$ cat src/verilog/pic_pkg.sv
/*
 * pic_pkg: constants and carrier types for the prioritised interrupt control.
 * Assumes one system clock; a "state" is one clock period of that clock.
 */
`default_nettype none

package pic_pkg;

    // ------------------------------------------------------------------
    // vectors
    // ------------------------------------------------------------------
    localparam logic [15:0] VEC_NONMASK  = 16'h0004;
    localparam logic [15:0] VEC_TIMER    = 16'h0008;
    localparam logic [15:0] VEC_EXT      = 16'h0010;
    localparam logic [15:0] VEC_EVCNT    = 16'h0018;
    localparam logic [15:0] VEC_CNTADC   = 16'h0020;
    localparam logic [15:0] VEC_SERIAL   = 16'h0028;
    localparam logic [15:0] VEC_SOFTTRAP = 16'h0060;

    // ------------------------------------------------------------------
    // request flag / mask bit positions (mask bit i guards flag i)
    // ------------------------------------------------------------------
    localparam int REQ_TIMER_A = 0;
    localparam int REQ_TIMER_B = 1;
    localparam int REQ_EXT_RISE = 2;
    localparam int REQ_EXT_FALL = 3;
    localparam int REQ_EV_A    = 4;
    localparam int REQ_EV_B    = 5;
    localparam int REQ_CNT_IN  = 6;
    localparam int REQ_CONV    = 7;
    localparam int REQ_SER_RX  = 8;
    localparam int REQ_SER_TX  = 9;
    localparam int NUM_MASKABLE = 10;

    // ------------------------------------------------------------------
    // test flag positions
    // ------------------------------------------------------------------
    localparam int TF_PIN    = 0;
    localparam int TF_OVF    = 1;
    localparam int TF_RXERR  = 2;
    localparam int TF_SUPPLY = 3;
    localparam int TF_AN4    = 4;
    localparam int NUM_TEST  = 8;

    // skip-test selector: 0..9 request flags, 10..17 test flags
    localparam logic [4:0] SEL_TEST_BASE = 5'h0A;
    localparam logic [4:0] SEL_LAST      = 5'h11;

    // ------------------------------------------------------------------
    // reset values and timing
    // ------------------------------------------------------------------
    localparam logic [9:0] MASK_RESET   = 10'h3FF;
    localparam int SAMPLE_STATES  = 4;    // one sampling period in states
    localparam int QUALIFY_SAMPLES = 3;   // 3 samples = 12 states
    localparam int ACK_STATES     = 16;
    localparam logic [1:0] SAMPLE_DIV_LAST = 2'(SAMPLE_STATES - 1);
    localparam logic [3:0] ACK_LAST        = 4'(ACK_STATES - 1);

    // acknowledge sequence steps
    typedef enum logic [1:0] {
        PIC_IDLE     = 2'b00,
        PIC_PUSH_PSW = 2'b01,
        PIC_PUSH_PCH = 2'b10,
        PIC_PUSH_PCL = 2'b11
    } pic_ack_state_t;

    // core command carrier
    typedef struct packed {
        logic       enableInstr;
        logic       disableInstr;
        logic       stopMode;
        logic       instrEnd;
        logic       softwareTrapInstr;
        logic       maskWrite;
        logic [3:0] maskBit;
        logic       maskValue;
        logic       skipTest;
        logic [4:0] skipSel;
    } pic_core_cmd_t;

    // acknowledge answer carrier
    typedef struct packed {
        logic        busy;
        logic        vectorValid;
        logic [15:0] vector;
        logic [1:0]  pushStep;
    } pic_ack_t;

endpackage : pic_pkg

`default_nettype wire

$ cat src/verilog/pic_prioritized_interrupt_control.sv
/*
 * pic_prioritized_interrupt_control: request flags, mask, priority, global
 * enable, skip-test flags and sampled edge detection for a small core.
 * Assumes the core sequencer pulses its command fields for one clock and
 * that peripheral event inputs are one-clock pulses on this clock.
 */
`default_nettype none

module pic_prioritized_interrupt_control (
    // clock and reset
    input  wire logic                   clk,
    input  wire logic                   rst,
    // pins (asynchronous)
    input  wire logic                   nonmaskPinN,
    input  wire logic                   extRiseInput,
    input  wire logic                   extFallInput,
    input  wire logic [3:0]             upperAnalogPins,
    // peripheral event pulses
    input  wire logic                   timerAMatch,
    input  wire logic                   timerBMatch,
    input  wire logic                   evcntMatchA,
    input  wire logic                   evcntMatchB,
    input  wire logic                   countInputFall,
    input  wire logic                   conversionStored,
    input  wire logic                   rxBufferFull,
    input  wire logic                   txBufferEmpty,
    input  wire logic                   evcntOverflow,
    input  wire logic                   rxError,
    input  wire logic                   supplyRise,
    // core sequencer
    input  wire pic_pkg::pic_core_cmd_t cmd,
    output var  pic_pkg::pic_ack_t      ack,
    output logic                        skipResult,
    output logic                        globalEnableFf,
    // register port for the mask
    input  wire logic [0:0]             regAddr,
    input  wire logic [7:0]             regWdata,
    input  wire logic                   regWrite,
    input  wire logic                   regRead,
    output logic [7:0]                  regRdata
);

    // ------------------------------------------------------------------
    // sampling pulse and pin synchronisers
    // ------------------------------------------------------------------
    logic [1:0] divCnt;
    logic       samplePulse;
    // 7 sampled pins: nonmask, rise, fall, 4 analog
    logic [6:0] pinS1, pinS2, pinS3;
    logic       nmiLevel;

    // divide clock so one sample covers four states
    always_ff @(posedge clk) begin
        if (rst) begin
            divCnt      <= 2'h0;
            samplePulse <= 1'b0;
        end else begin
            divCnt      <= (divCnt == pic_pkg::SAMPLE_DIV_LAST) ? 2'h0 : divCnt + 2'h1;
            samplePulse <= (divCnt == pic_pkg::SAMPLE_DIV_LAST);
        end
    end

    // three-stage capture; stage 1 feeds only stage 2
    always_ff @(posedge clk) begin
        if (rst) begin
            pinS1 <= 7'h7F;
            pinS2 <= 7'h7F;
            pinS3 <= 7'h7F;
        end else begin
            pinS1 <= {upperAnalogPins, extFallInput, ~extRiseInput, nonmaskPinN};
            pinS2 <= pinS1;
            pinS3 <= pinS2;
        end
    end

    // agreed level: changes only once stages two and three match
    logic [6:0] pinStable;
    always_ff @(posedge clk) begin
        if (rst) begin
            pinStable <= 7'h7F;
        end else begin
            for (int i = 0; i < 7; i++) begin
                if (pinS2[i] == pinS3[i]) begin
                    pinStable[i] <= pinS3[i];
                end
            end
        end
    end
    assign nmiLevel = pinStable[0];

    // ------------------------------------------------------------------
    // qualified edge detection (all active-low after inversion)
    // ------------------------------------------------------------------
    // six lanes: rise input (inverted), fall input, four analog pins.
    // a lane fires after three successive low samples and re-arms only after
    // a high sample, so a held level yields one edge and short noise none.
    logic [5:0] edgeHit;
    genvar g;
    generate
        for (g = 0; g < 6; g++) begin : g_lane
            logic [1:0] lowRun;
            logic       armed;
            always_ff @(posedge clk) begin
                if (rst) begin
                    lowRun <= 2'h0;
                    armed  <= 1'b0;
                    edgeHit[g] <= 1'b0;
                end else begin
                    edgeHit[g] <= 1'b0;
                    if (samplePulse) begin
                        if (pinStable[g + 1]) begin
                            lowRun <= 2'h0;
                            armed  <= 1'b1;
                        end else if (armed) begin
                            if (lowRun == 2'(pic_pkg::QUALIFY_SAMPLES - 1)) begin
                                edgeHit[g] <= 1'b1;
                                armed      <= 1'b0;
                                lowRun     <= 2'h0;
                            end else begin
                                lowRun <= lowRun + 2'h1;
                            end
                        end
                    end
                end
            end
        end
    endgenerate

    // nonmaskable: filtered pulse from outside, falling edge sets the flag
    logic nmiPrev;
    always_ff @(posedge clk) begin
        if (rst) begin
            nmiPrev <= 1'b1;
        end else begin
            nmiPrev <= nmiLevel;
        end
    end
    logic nmiFall;
    assign nmiFall = nmiPrev & ~nmiLevel;

    // ------------------------------------------------------------------
    // priority and acknowledge decision
    // ------------------------------------------------------------------
    logic [9:0] reqFlag;
    logic [9:0] maskBits;
    logic       nmiFlag;
    logic [7:0] testFlag;
    pic_pkg::pic_ack_state_t ackState;
    logic [3:0] ackCnt;

    // vector for the group index of a flag pair
    function automatic logic [15:0] group_vector(input logic [2:0] grp);
        case (grp)
            3'h0:    group_vector = pic_pkg::VEC_TIMER;
            3'h1:    group_vector = pic_pkg::VEC_EXT;
            3'h2:    group_vector = pic_pkg::VEC_EVCNT;
            3'h3:    group_vector = pic_pkg::VEC_CNTADC;
            default: group_vector = pic_pkg::VEC_SERIAL;
        endcase
    endfunction : group_vector

    logic [9:0] live;
    logic       takeNmi, takeMask, takeTrap;
    logic [2:0] winGrp;
    logic [9:0] ackClear;
    always_comb begin
        live     = reqFlag & ~maskBits & {10{globalEnableFf}};
        takeNmi  = cmd.instrEnd && (ackState == pic_pkg::PIC_IDLE) && nmiFlag;
        takeTrap = cmd.softwareTrapInstr && (ackState == pic_pkg::PIC_IDLE) && !takeNmi;
        takeMask = 1'b0;
        winGrp   = 3'h0;
        ackClear = 10'h000;
        // lowest group number wins
        for (int k = 4; k >= 0; k--) begin
            if (live[2*k] | live[2*k+1]) begin
                takeMask = 1'b1;
                winGrp   = 3'(k);
            end
        end
        takeMask = takeMask && cmd.instrEnd && (ackState == pic_pkg::PIC_IDLE)
                   && !takeNmi && !takeTrap;
        if (takeMask) begin
            // both of a pair unmasked: keep both for software to sort out
            // one of the pair masked: clear only the unmasked flag, the masked one stays pending
            if (!(~maskBits[2*winGrp] & ~maskBits[2*winGrp+1])) begin
                ackClear[2*winGrp]   = ~maskBits[2*winGrp];
                ackClear[2*winGrp+1] = ~maskBits[2*winGrp+1];
            end
        end
    end

    // ------------------------------------------------------------------
    // skip-test decode
    // ------------------------------------------------------------------
    logic [17:0] testVec;
    logic [9:0]  skipClrReq;
    logic [7:0]  skipClrTest;
    always_comb begin
        testVec     = {testFlag[7:1], nmiLevel, reqFlag};
        skipClrReq  = 10'h000;
        skipClrTest = 8'h00;
        if (cmd.skipTest && cmd.skipSel <= pic_pkg::SEL_LAST) begin
            if (cmd.skipSel < pic_pkg::SEL_TEST_BASE) begin
                skipClrReq[cmd.skipSel[3:0]] = 1'b1;
            end else if (cmd.skipSel != pic_pkg::SEL_TEST_BASE) begin
                skipClrTest[3'(cmd.skipSel - pic_pkg::SEL_TEST_BASE)] = 1'b1;
            end
        end
    end

    always_ff @(posedge clk) begin
        if (rst) begin
            skipResult <= 1'b0;
        end else if (cmd.skipTest) begin
            skipResult <= (cmd.skipSel <= pic_pkg::SEL_LAST) ? testVec[cmd.skipSel] : 1'b0;
        end
    end

    // ------------------------------------------------------------------
    // request flags: set beats clear
    // ------------------------------------------------------------------
    logic [9:0] reqSet;
    assign reqSet = {txBufferEmpty, rxBufferFull,
                     conversionStored, countInputFall,
                     evcntMatchB, evcntMatchA,
                     edgeHit[1], edgeHit[0],
                     timerBMatch, timerAMatch};

    // mask never touches the flags, only acknowledge and test do
    always_ff @(posedge clk) begin
        if (rst) begin
            reqFlag <= 10'h000;
        end else begin
            reqFlag <= (reqFlag & ~(ackClear | skipClrReq)) | reqSet;
        end
    end

    always_ff @(posedge clk) begin
        if (rst) begin
            nmiFlag <= 1'b0;
        end else if (nmiFall) begin
            nmiFlag <= 1'b1;
        end else if (takeNmi) begin
            nmiFlag <= 1'b0;
        end
    end

    // test flags: bit 0 unused (pin level read live); none feed the priority
    logic [7:0] testSet;
    assign testSet = {edgeHit[5:2], supplyRise, rxError, evcntOverflow, 1'b0};
    always_ff @(posedge clk) begin
        if (rst) begin
            testFlag <= 8'h00;
        end else begin
            testFlag <= (testFlag & ~skipClrTest) | testSet;
        end
    end

    // ------------------------------------------------------------------
    // mask register and global enable
    // ------------------------------------------------------------------
    always_ff @(posedge clk) begin
        if (rst || cmd.stopMode) begin
            maskBits <= pic_pkg::MASK_RESET;
        end else if (cmd.maskWrite && cmd.maskBit < 4'(pic_pkg::NUM_MASKABLE)) begin
            maskBits[cmd.maskBit] <= cmd.maskValue;
        end else if (regWrite) begin
            if (regAddr == 1'b0) begin
                maskBits[7:0] <= regWdata;
            end else begin
                maskBits[9:8] <= regWdata[1:0];
            end
        end
    end

    always_ff @(posedge clk) begin
        if (rst) begin
            regRdata <= 8'h00;
        end else if (regRead) begin
            regRdata <= (regAddr == 1'b0) ? maskBits[7:0] : {6'h00, maskBits[9:8]};
        end
    end

    // clear wins over enable in the same cycle
    always_ff @(posedge clk) begin
        if (rst || cmd.stopMode || cmd.disableInstr || takeNmi || takeMask || takeTrap) begin
            globalEnableFf <= 1'b0;
        end else if (cmd.enableInstr) begin
            globalEnableFf <= 1'b1;
        end
    end

    // ------------------------------------------------------------------
    // acknowledge sequence: 16 states, three pushes then vector
    // ------------------------------------------------------------------
    always_ff @(posedge clk) begin
        if (rst) begin
            ackState <= pic_pkg::PIC_IDLE;
            ackCnt   <= 4'h0;
            ack      <= '0;
        end else begin
            ack.vectorValid <= 1'b0;
            case (ackState)
                pic_pkg::PIC_IDLE: begin
                    if (takeNmi || takeTrap || takeMask) begin
                        ackState   <= pic_pkg::PIC_PUSH_PSW;
                        ackCnt     <= 4'h0;
                        ack.busy   <= 1'b1;
                        ack.pushStep <= 2'h1;
                        ack.vector <= takeNmi  ? pic_pkg::VEC_NONMASK :
                                      takeTrap ? pic_pkg::VEC_SOFTTRAP :
                                                 group_vector(winGrp);
                    end
                end
                default: begin
                    ackCnt <= ackCnt + 4'h1;
                    if (ackCnt == 4'h3) begin
                        ackState     <= pic_pkg::PIC_PUSH_PCH;
                        ack.pushStep <= 2'h2;
                    end else if (ackCnt == 4'h7) begin
                        ackState     <= pic_pkg::PIC_PUSH_PCL;
                        ack.pushStep <= 2'h3;
                    end else if (ackCnt == pic_pkg::ACK_LAST - 4'h1) begin
                        ackState        <= pic_pkg::PIC_IDLE;
                        ack.busy        <= 1'b0;
                        ack.pushStep    <= 2'h0;
                        ack.vectorValid <= 1'b1;
                    end
                end
            endcase
        end
    end
endmodule : pic_prioritized_interrupt_control

`default_nettype wire

$ cat config.mk
export PLATFORM = sky130hd
export DESIGN_NAME = pic_prioritized_interrupt_control
export DESIGN_NICKNAME = d
export VERILOG_FILES = /design/src/verilog/pic_pkg.sv /design/src/verilog/pic_prioritized_interrupt_control.sv
export SDC_FILE = /design/constraint.sdc
export NUM_CORES = 1
export LEC_CHECK = 0
export BUFFER_PORTS_ARGS = -buffer_cell sky130_fd_sc_hd__buf_2
export CAP_MARGIN = 20
export CORE_MARGIN = 2
export CORE_UTILIZATION = 56
export DETAILED_ROUTE_END_ITERATION = 8
export GPL_TIMING_DRIVEN = 1
export PLACE_DENSITY = 0.77
export SYNTH_ARGS = -nofsm -noshare
export SYNTH_HDL_FRONTEND = slang
export SYNTH_SLANG_ARGS = --single-unit
$ cat constraint.sdc
create_clock -name clk -period 2.2 [get_ports clk]
set_input_delay 0.33 -clock clk [delete_from_list [all_inputs] [get_ports clk]]
set_output_delay 0.33 -clock clk [all_outputs]
set_load 0.03 [all_outputs]
Word-level counts from Yosys, hierarchy flattened --
Index checks and enable logic that the tools add are counted.
Storage, ports and cells: flip-flop bits (word level) 121, input bits 48, output and inout bits 30, logic and storage cells 281
Cells by class: $add $sub $neg 10, magnitude comparators 14, eq/ne operators 25, muxes and demuxes 102, bitwise operators 29, reductions and logical operators 56
Operators with widths (count):
- $mux W10 | 6
- $mux W2 | 29
- $mux W1 | 42
- $mux W8 | 5
- $mux W16 | 2
- $and A10 B10 Y10 | 3
- $reduce_or A4 Y1 | 7
- $pmux W6 S4 | 1
- $bwmux W10 | 2
- $not A10 Y10 | 2
- $or A10 B10 Y10 | 2
- $reduce_and A2 Y1 | 10
- $reduce_bool A2 Y1 | 10
- $logic_and A1 B1 Y1 | 15
- $lt A4 B5 Y1 const B | 3
- $mux W3 | 5
- $add A2 B1 Y2 const B | 7
- $eq A2 B2 Y1 const B | 7
- $demux W1 S4 | 3
- $ge A4 B1 Y1 const B | 3
- $not A1 Y1 | 11
- $and A10 B9 Y10 | 1
- $and A8 B8 Y8 | 1
- $mux W4 | 2
- 35 further kinds | 57

Longest topological paths before layout --
word-level depth 21, depth in mapped cells 7, gate-level depth less buffers 7

Worst setup path before layout --
OpenSTA, ideal clock, no wires.
path kind reg-to-reg, start reg ackState[0], end reg reqFlag[8], library setup time 0.137 ns, data arrival time 1.528 ns, data required time 2.063 ns, slack 0.535 ns, cell stages (with the launch flop) 7, path buffers 1, period minus slack after synthesis 1.665 ns, path through dfxtp_1 -> nor2_1 -> and4_1 -> buf_2 -> nand2_1 -> nor4b_1 -> a311oi_1
Between the ends: longest elaborated chain between the ends 12, elaborated cells on any way between the ends 15, classes of those cells mux (1); bitwise (4); reduce/logical (10)
RTL lines:
- from (decl) | line pic_prioritized_interrupt_control.sv:148 | pic_pkg::pic_ack_state_t ackState;
- from (signal assigned) | line pic_prioritized_interrupt_control.sv:298 | ackState <= pic_pkg::PIC_IDLE;
- from (signal assigned) | line pic_prioritized_interrupt_control.sv:306 | ackState <= pic_pkg::PIC_PUSH_PSW;
- from (signal assigned) | line pic_prioritized_interrupt_control.sv:318 | ackState <= pic_pkg::PIC_PUSH_PCH;
- $logic_not A2 Y1 (*) | line pic_prioritized_interrupt_control.sv:168, pic_prioritized_interrupt_control.sv:169, pic_prioritized_interrupt_control.sv:180
- $logic_and A1 B1 Y1 (2 in a row) | line pic_prioritized_interrupt_control.sv:168 | takeNmi = cmd.instrEnd && (ackState == pic_pkg::PIC_IDLE) && nmiFlag;
- $logic_not A1 Y1 | line pic_prioritized_interrupt_control.sv:169, pic_prioritized_interrupt_control.sv:181
- $logic_and A1 B1 Y1 | line pic_prioritized_interrupt_control.sv:169 | takeTrap = cmd.softwareTrapInstr && (ackState == pic_pkg::PIC_IDLE) && !takeNmi;
- $logic_not A1 Y1 | line pic_prioritized_interrupt_control.sv:181 | && !takeNmi && !takeTrap;
- $logic_and A1 B1 Y1 (*) | line pic_prioritized_interrupt_control.sv:181
- $mux W10 (*) | line pic_prioritized_interrupt_control.sv:182 | if (takeMask) begin
- $or A10 B10 Y10 (*) | line pic_prioritized_interrupt_control.sv:234 | reqFlag <= (reqFlag & ~(ackClear | skipClrReq)) | reqSet;
- $not A10 Y10 (*) | line pic_prioritized_interrupt_control.sv:234
- $and A10 B10 Y10 (*) | line pic_prioritized_interrupt_control.sv:234
- $or A10 B10 Y10 (*) | line pic_prioritized_interrupt_control.sv:234
- to (signal assigned) | line pic_prioritized_interrupt_control.sv:234
- to (decl) | line pic_prioritized_interrupt_control.sv:144 | logic [9:0] reqFlag;
Every way passes the cells marked *; elsewhere a longest branch is shown, timed or not. A chain may end at the register's enable or synchronous reset.

Worst setup path in the final report --
start reg maskBits[2], end reg ackCnt[3]
Between the ends: longest elaborated chain between the ends 12
RTL lines:
- from (decl) | line pic_prioritized_interrupt_control.sv:145 | logic [9:0] maskBits;
- from (signal assigned) | line pic_prioritized_interrupt_control.sv:264 | maskBits <= pic_pkg::MASK_RESET;
- from (signal, indexed assignment) | line pic_prioritized_interrupt_control.sv:266 | maskBits[cmd.maskBit] <= cmd.maskValue;
- from (signal assigned) | line pic_prioritized_interrupt_control.sv:269 | maskBits[7:0] <= regWdata;
- $not A10 Y10 | line pic_prioritized_interrupt_control.sv:167 | live = reqFlag & ~maskBits & {10{globalEnableFf}};
- $and A10 B10 Y10 (2 in a row) | line pic_prioritized_interrupt_control.sv:167
- $or A1 B1 Y1 | line pic_prioritized_interrupt_control.sv:175 | if (live[2*k] | live[2*k+1]) begin
- $mux W1 (2 in a row) | line pic_prioritized_interrupt_control.sv:175
- $logic_and A1 B1 Y1 (2 in a row) | line pic_prioritized_interrupt_control.sv:180 | takeMask = takeMask && cmd.instrEnd && (ackState == pic_pkg::PIC_IDLE)
- $logic_and A1 B1 Y1 (2 in a row) | line pic_prioritized_interrupt_control.sv:181
- $logic_or A1 B1 Y1 | line pic_prioritized_interrupt_control.sv:305 | if (takeNmi || takeTrap || takeMask) begin
- $ne A2 B1 Y1 (no source line)
- to (signal assigned) | line pic_prioritized_interrupt_control.sv:316 | ackCnt <= ackCnt + 4'h1;
- to (decl) | line pic_prioritized_interrupt_control.sv:149 | logic [3:0] ackCnt;
Every way passes these cells.

==> reports/qor.csv <==
stage;metric;value;unit
worst_setup_path;crit_type;flop to flop;
clocking;cts_made_buffers;9;
global_route;grt_pass1_vias;3917;
global_route;groute.usage.overall;23.6;%
finish;layout_commonest_cell;dfxtp_1;
job;maxCapViolCount;0;
sta;rsz0062_at_grt;no;
finish;n_fill_cell;775;
worst_setup_path;worst_ep_required_time;2.51;ns
clocking;cts_buffer_depth;2;
die;die-area;9480;µm²
sta;worst_slew_pin_slew;0.648;ns
die;row_count;34;
global_route;grt_overflow_total;0;
worst_setup_path;path_max_fanout;7;
worst_setup_path;worstSetupEndpointType;flop;
worst_setup_path;cp-start-kind;flop;
clocking;clock_latency;0.38;ns
yosys;syn-cell-area;4880;µm²
drt;wire_per_inst;15.1;µm
sta;setup_viol;0;
drt;drt_wl_total;11100;µm
global_route;grt.met3_usage;5.68;%
global_route;grt.met2_usage;35.5;%
yosys;synthCells;568;
drt;drt-initial-drc-count;275;
power;leakage;0.00216;µW
worst_setup_path;critPathBufInv;0;
place;gp_congestion;0.905;
clocking;htree_levels;3;
finish;final_cell_mix;107 x dfxtp_1, 66 x buf_2, 61 x nor2_1;
clocking;clk_pin_slew;0.11;ns
min_path;hold_path_class;input pin to flop;
die;die_x;97.4;µm
yosys;synth_area_per_cell;8.59;µm²
yosys;synth_cell_types;57;
yosys;ys_seq_area_share;43.9;%
sta;period_share;87.4;%
clocking;clock-sinks;107;
clocking;clock-root-buffer;clkbuf_8;
sta;setup_tns;0;ns
sta;fmax;520;MHz
sta;slew_headroom;56.6;%
power;power.density;681;nW/µm²
yosys;ys_async_sr_fraction;0;%
sta;maxSlewViolCount;0;
place;placed_area;5260;µm²
sta;skew;0.0114;ns
finish;nNetsFinal;675;
clocking;cts.hold.buffers_added;0;
worst_setup_path;path_cells;or2b_2 > nand4_1 > o31ai_4 > o21ai_0 > nor3_1;
drt;ant_nets;0;
die;core_area;8590;µm²
worst_setup_path;critical_path.slowest_cell;dfxtp_1;
outcome;status;complete, no violations;
global_route;grtUsageMet1;33.5;%
clocking;cts_resized;0;
drt;drc;0;
sta;min_period;1.92;ns
global_route;busiest_layer;met2;
finish;layout-drive-gt1-share;19.7;%
worst_setup_path;cp_top_family;compound AO/OA/AOI/OAI gates;
finish;fin_area;5470;µm²
place;io_buffer_count;66;
drt;num_vias;4282;
yosys;ys_warn_count;0;
yosys;ys_ff_latch;107;
clocking;tritoncts;built;
finish;antennaDiodeCount;0;
die;dieHeight;97.4;µm
place;dp_hpwl;8010;µm
drt;vias_per_cell;5.81;
finish;syn_to_final_growth;12.1;%
die;io_pins;78;
global_route;antenna_found_initial;0;
sta;hold_viol;0;
global_route;grt_max_degree;51;
worst_setup_path;critPathMaxStageDelay;0.45;ns
drt;drt_pass1_iterations;5;
clocking;cts_setup_buffers;0;
global_route;grt_pass1_wl;18300;µm
die;start_util;56.8;%
yosys;yosys_most_used_dff;dfxtp_1;
worst_setup_path;arrival;2.23;ns
power;peakVddDrop;0.000466;V
yosys;synth-edff-count;0;
per-layer routing:
metal / part of all wire [%] / up-vias
met2: 45 / 147
met5: 0 / -
met1: 47 / 2003
li1: - / 2112
met3: 6.5 / 20
met4: 1.6 / 0
worst register-to-register path: cells and delay by family (launching register included):
kind / cells / cell delay (ns)
flops: 1 / 0.45
compound gates: 2 / 0.75
simple gates: 3 / 0.66
Yosys cell counts, drive strengths merged (4+ instances only):
master | n | area, µm²
nand2 | 38 | 143
a21oi | 57 | 285
a22oi | 11 | 82.6
nand3 | 9 | 45.0
dfxtp | 107 | 2140
nor2b | 14 | 87.6
nand2b | 27 | 169
a31oi | 4 | 25.0
or2 | 26 | 163
nor4 | 9 | 56.3
buf | 15 | 109
nor4b | 5 | 43.8
nor2 | 61 | 229
nand3b | 11 | 82.6
o21ai | 24 | 120
mux2i | 7 | 70.1
nand4 | 9 | 56.3
a211oi | 6 | 45.0
o211ai | 5 | 37.5
o21bai | 7 | 52.6
nor3 | 12 | 60.1
mux4 | 5 | 120
clkbuf | 24 | 90.1
inv | 20 | 75.1
final cells by class:
| cell class | instances | area, µm² | share of cell area [%] |
|---|---|---|---|
| timing repair buffer | 74 | 403 | 7.37 |
| sequential | 107 | 2140 | 39.2 |
| tap | 108 | 135 | 2.47 |
| clock inverter | 7 | 88.8 | 1.62 |
| inverter | 20 | 75.1 | 1.37 |
| multi-input combinational | 412 | 2500 | 45.7 |
| clock buffer | 9 | 124 | 2.26 |
final timing paths:
check | startpoint | end | cells past startpoint | slack [ns]
worst max-delay path | maskBits[2] | ackCnt[3] | 5 | 0.28
worst min-delay path | extRiseInput | pinS1[1] | 2 | 0.1
worst max register to register | maskBits[2] | ackCnt[3] | 5 | 0.28
worst min register to register | pinS1[1] | pinS2[1] | 1 | 0.42
through the flow:
stage / cells / util [%] / hold slack [ns] / total power, µW / setup WS, ns
after detailed placement: 721 / 61.2 / 0.399 / 2530 / 0.305
after global placement: 721 / 61.2 / 0.391 / 2520 / 0.348
final: 737 / 63.7 / 0.0967 / 3720 / 0.278
after floorplan: 578 / - / 0.389 / 2400 / 0.535
after CTS: 737 / 63.7 / 0.0781 / 3750 / 0.341
after global routing: 737 / 63.7 / 0.0801 / 3880 / 0.143
registers in the layout, indices dropped and copies added, names as in the netlist:
signal and cells:
regRdata 8, edgeHit 6, nmiPrev 1, nmiFlag 1
pinStable 7, samplePulse 1, ackState 2, skipResult 1
pinS2 7, pinS3 7, g_lane.armed 6, pinS1 7
maskBits 10, g_lane.lowRun 12, globalEnableFf 1, ack 7
testFlag 7, reqFlag 10, divCnt 2, ackCnt 4
cell families after synthesis:
kind of cell	Yosys count	synth area share, %
simple gates	235	25.5
compound gates	148	19.6
flops	107	43.9
buf+inv	59	5.61
mux	14	4.36
fa+ha+maj	3	0.769
other cells	1	0.0768
xor+xnor	1	0.179
power by group:
part	internal, µW	switching (µW)
Sequential	2000	47.6
Combinational	172	271
Clock	467	762
Total	2640	1080
Power figures use the tool's default switching activity.
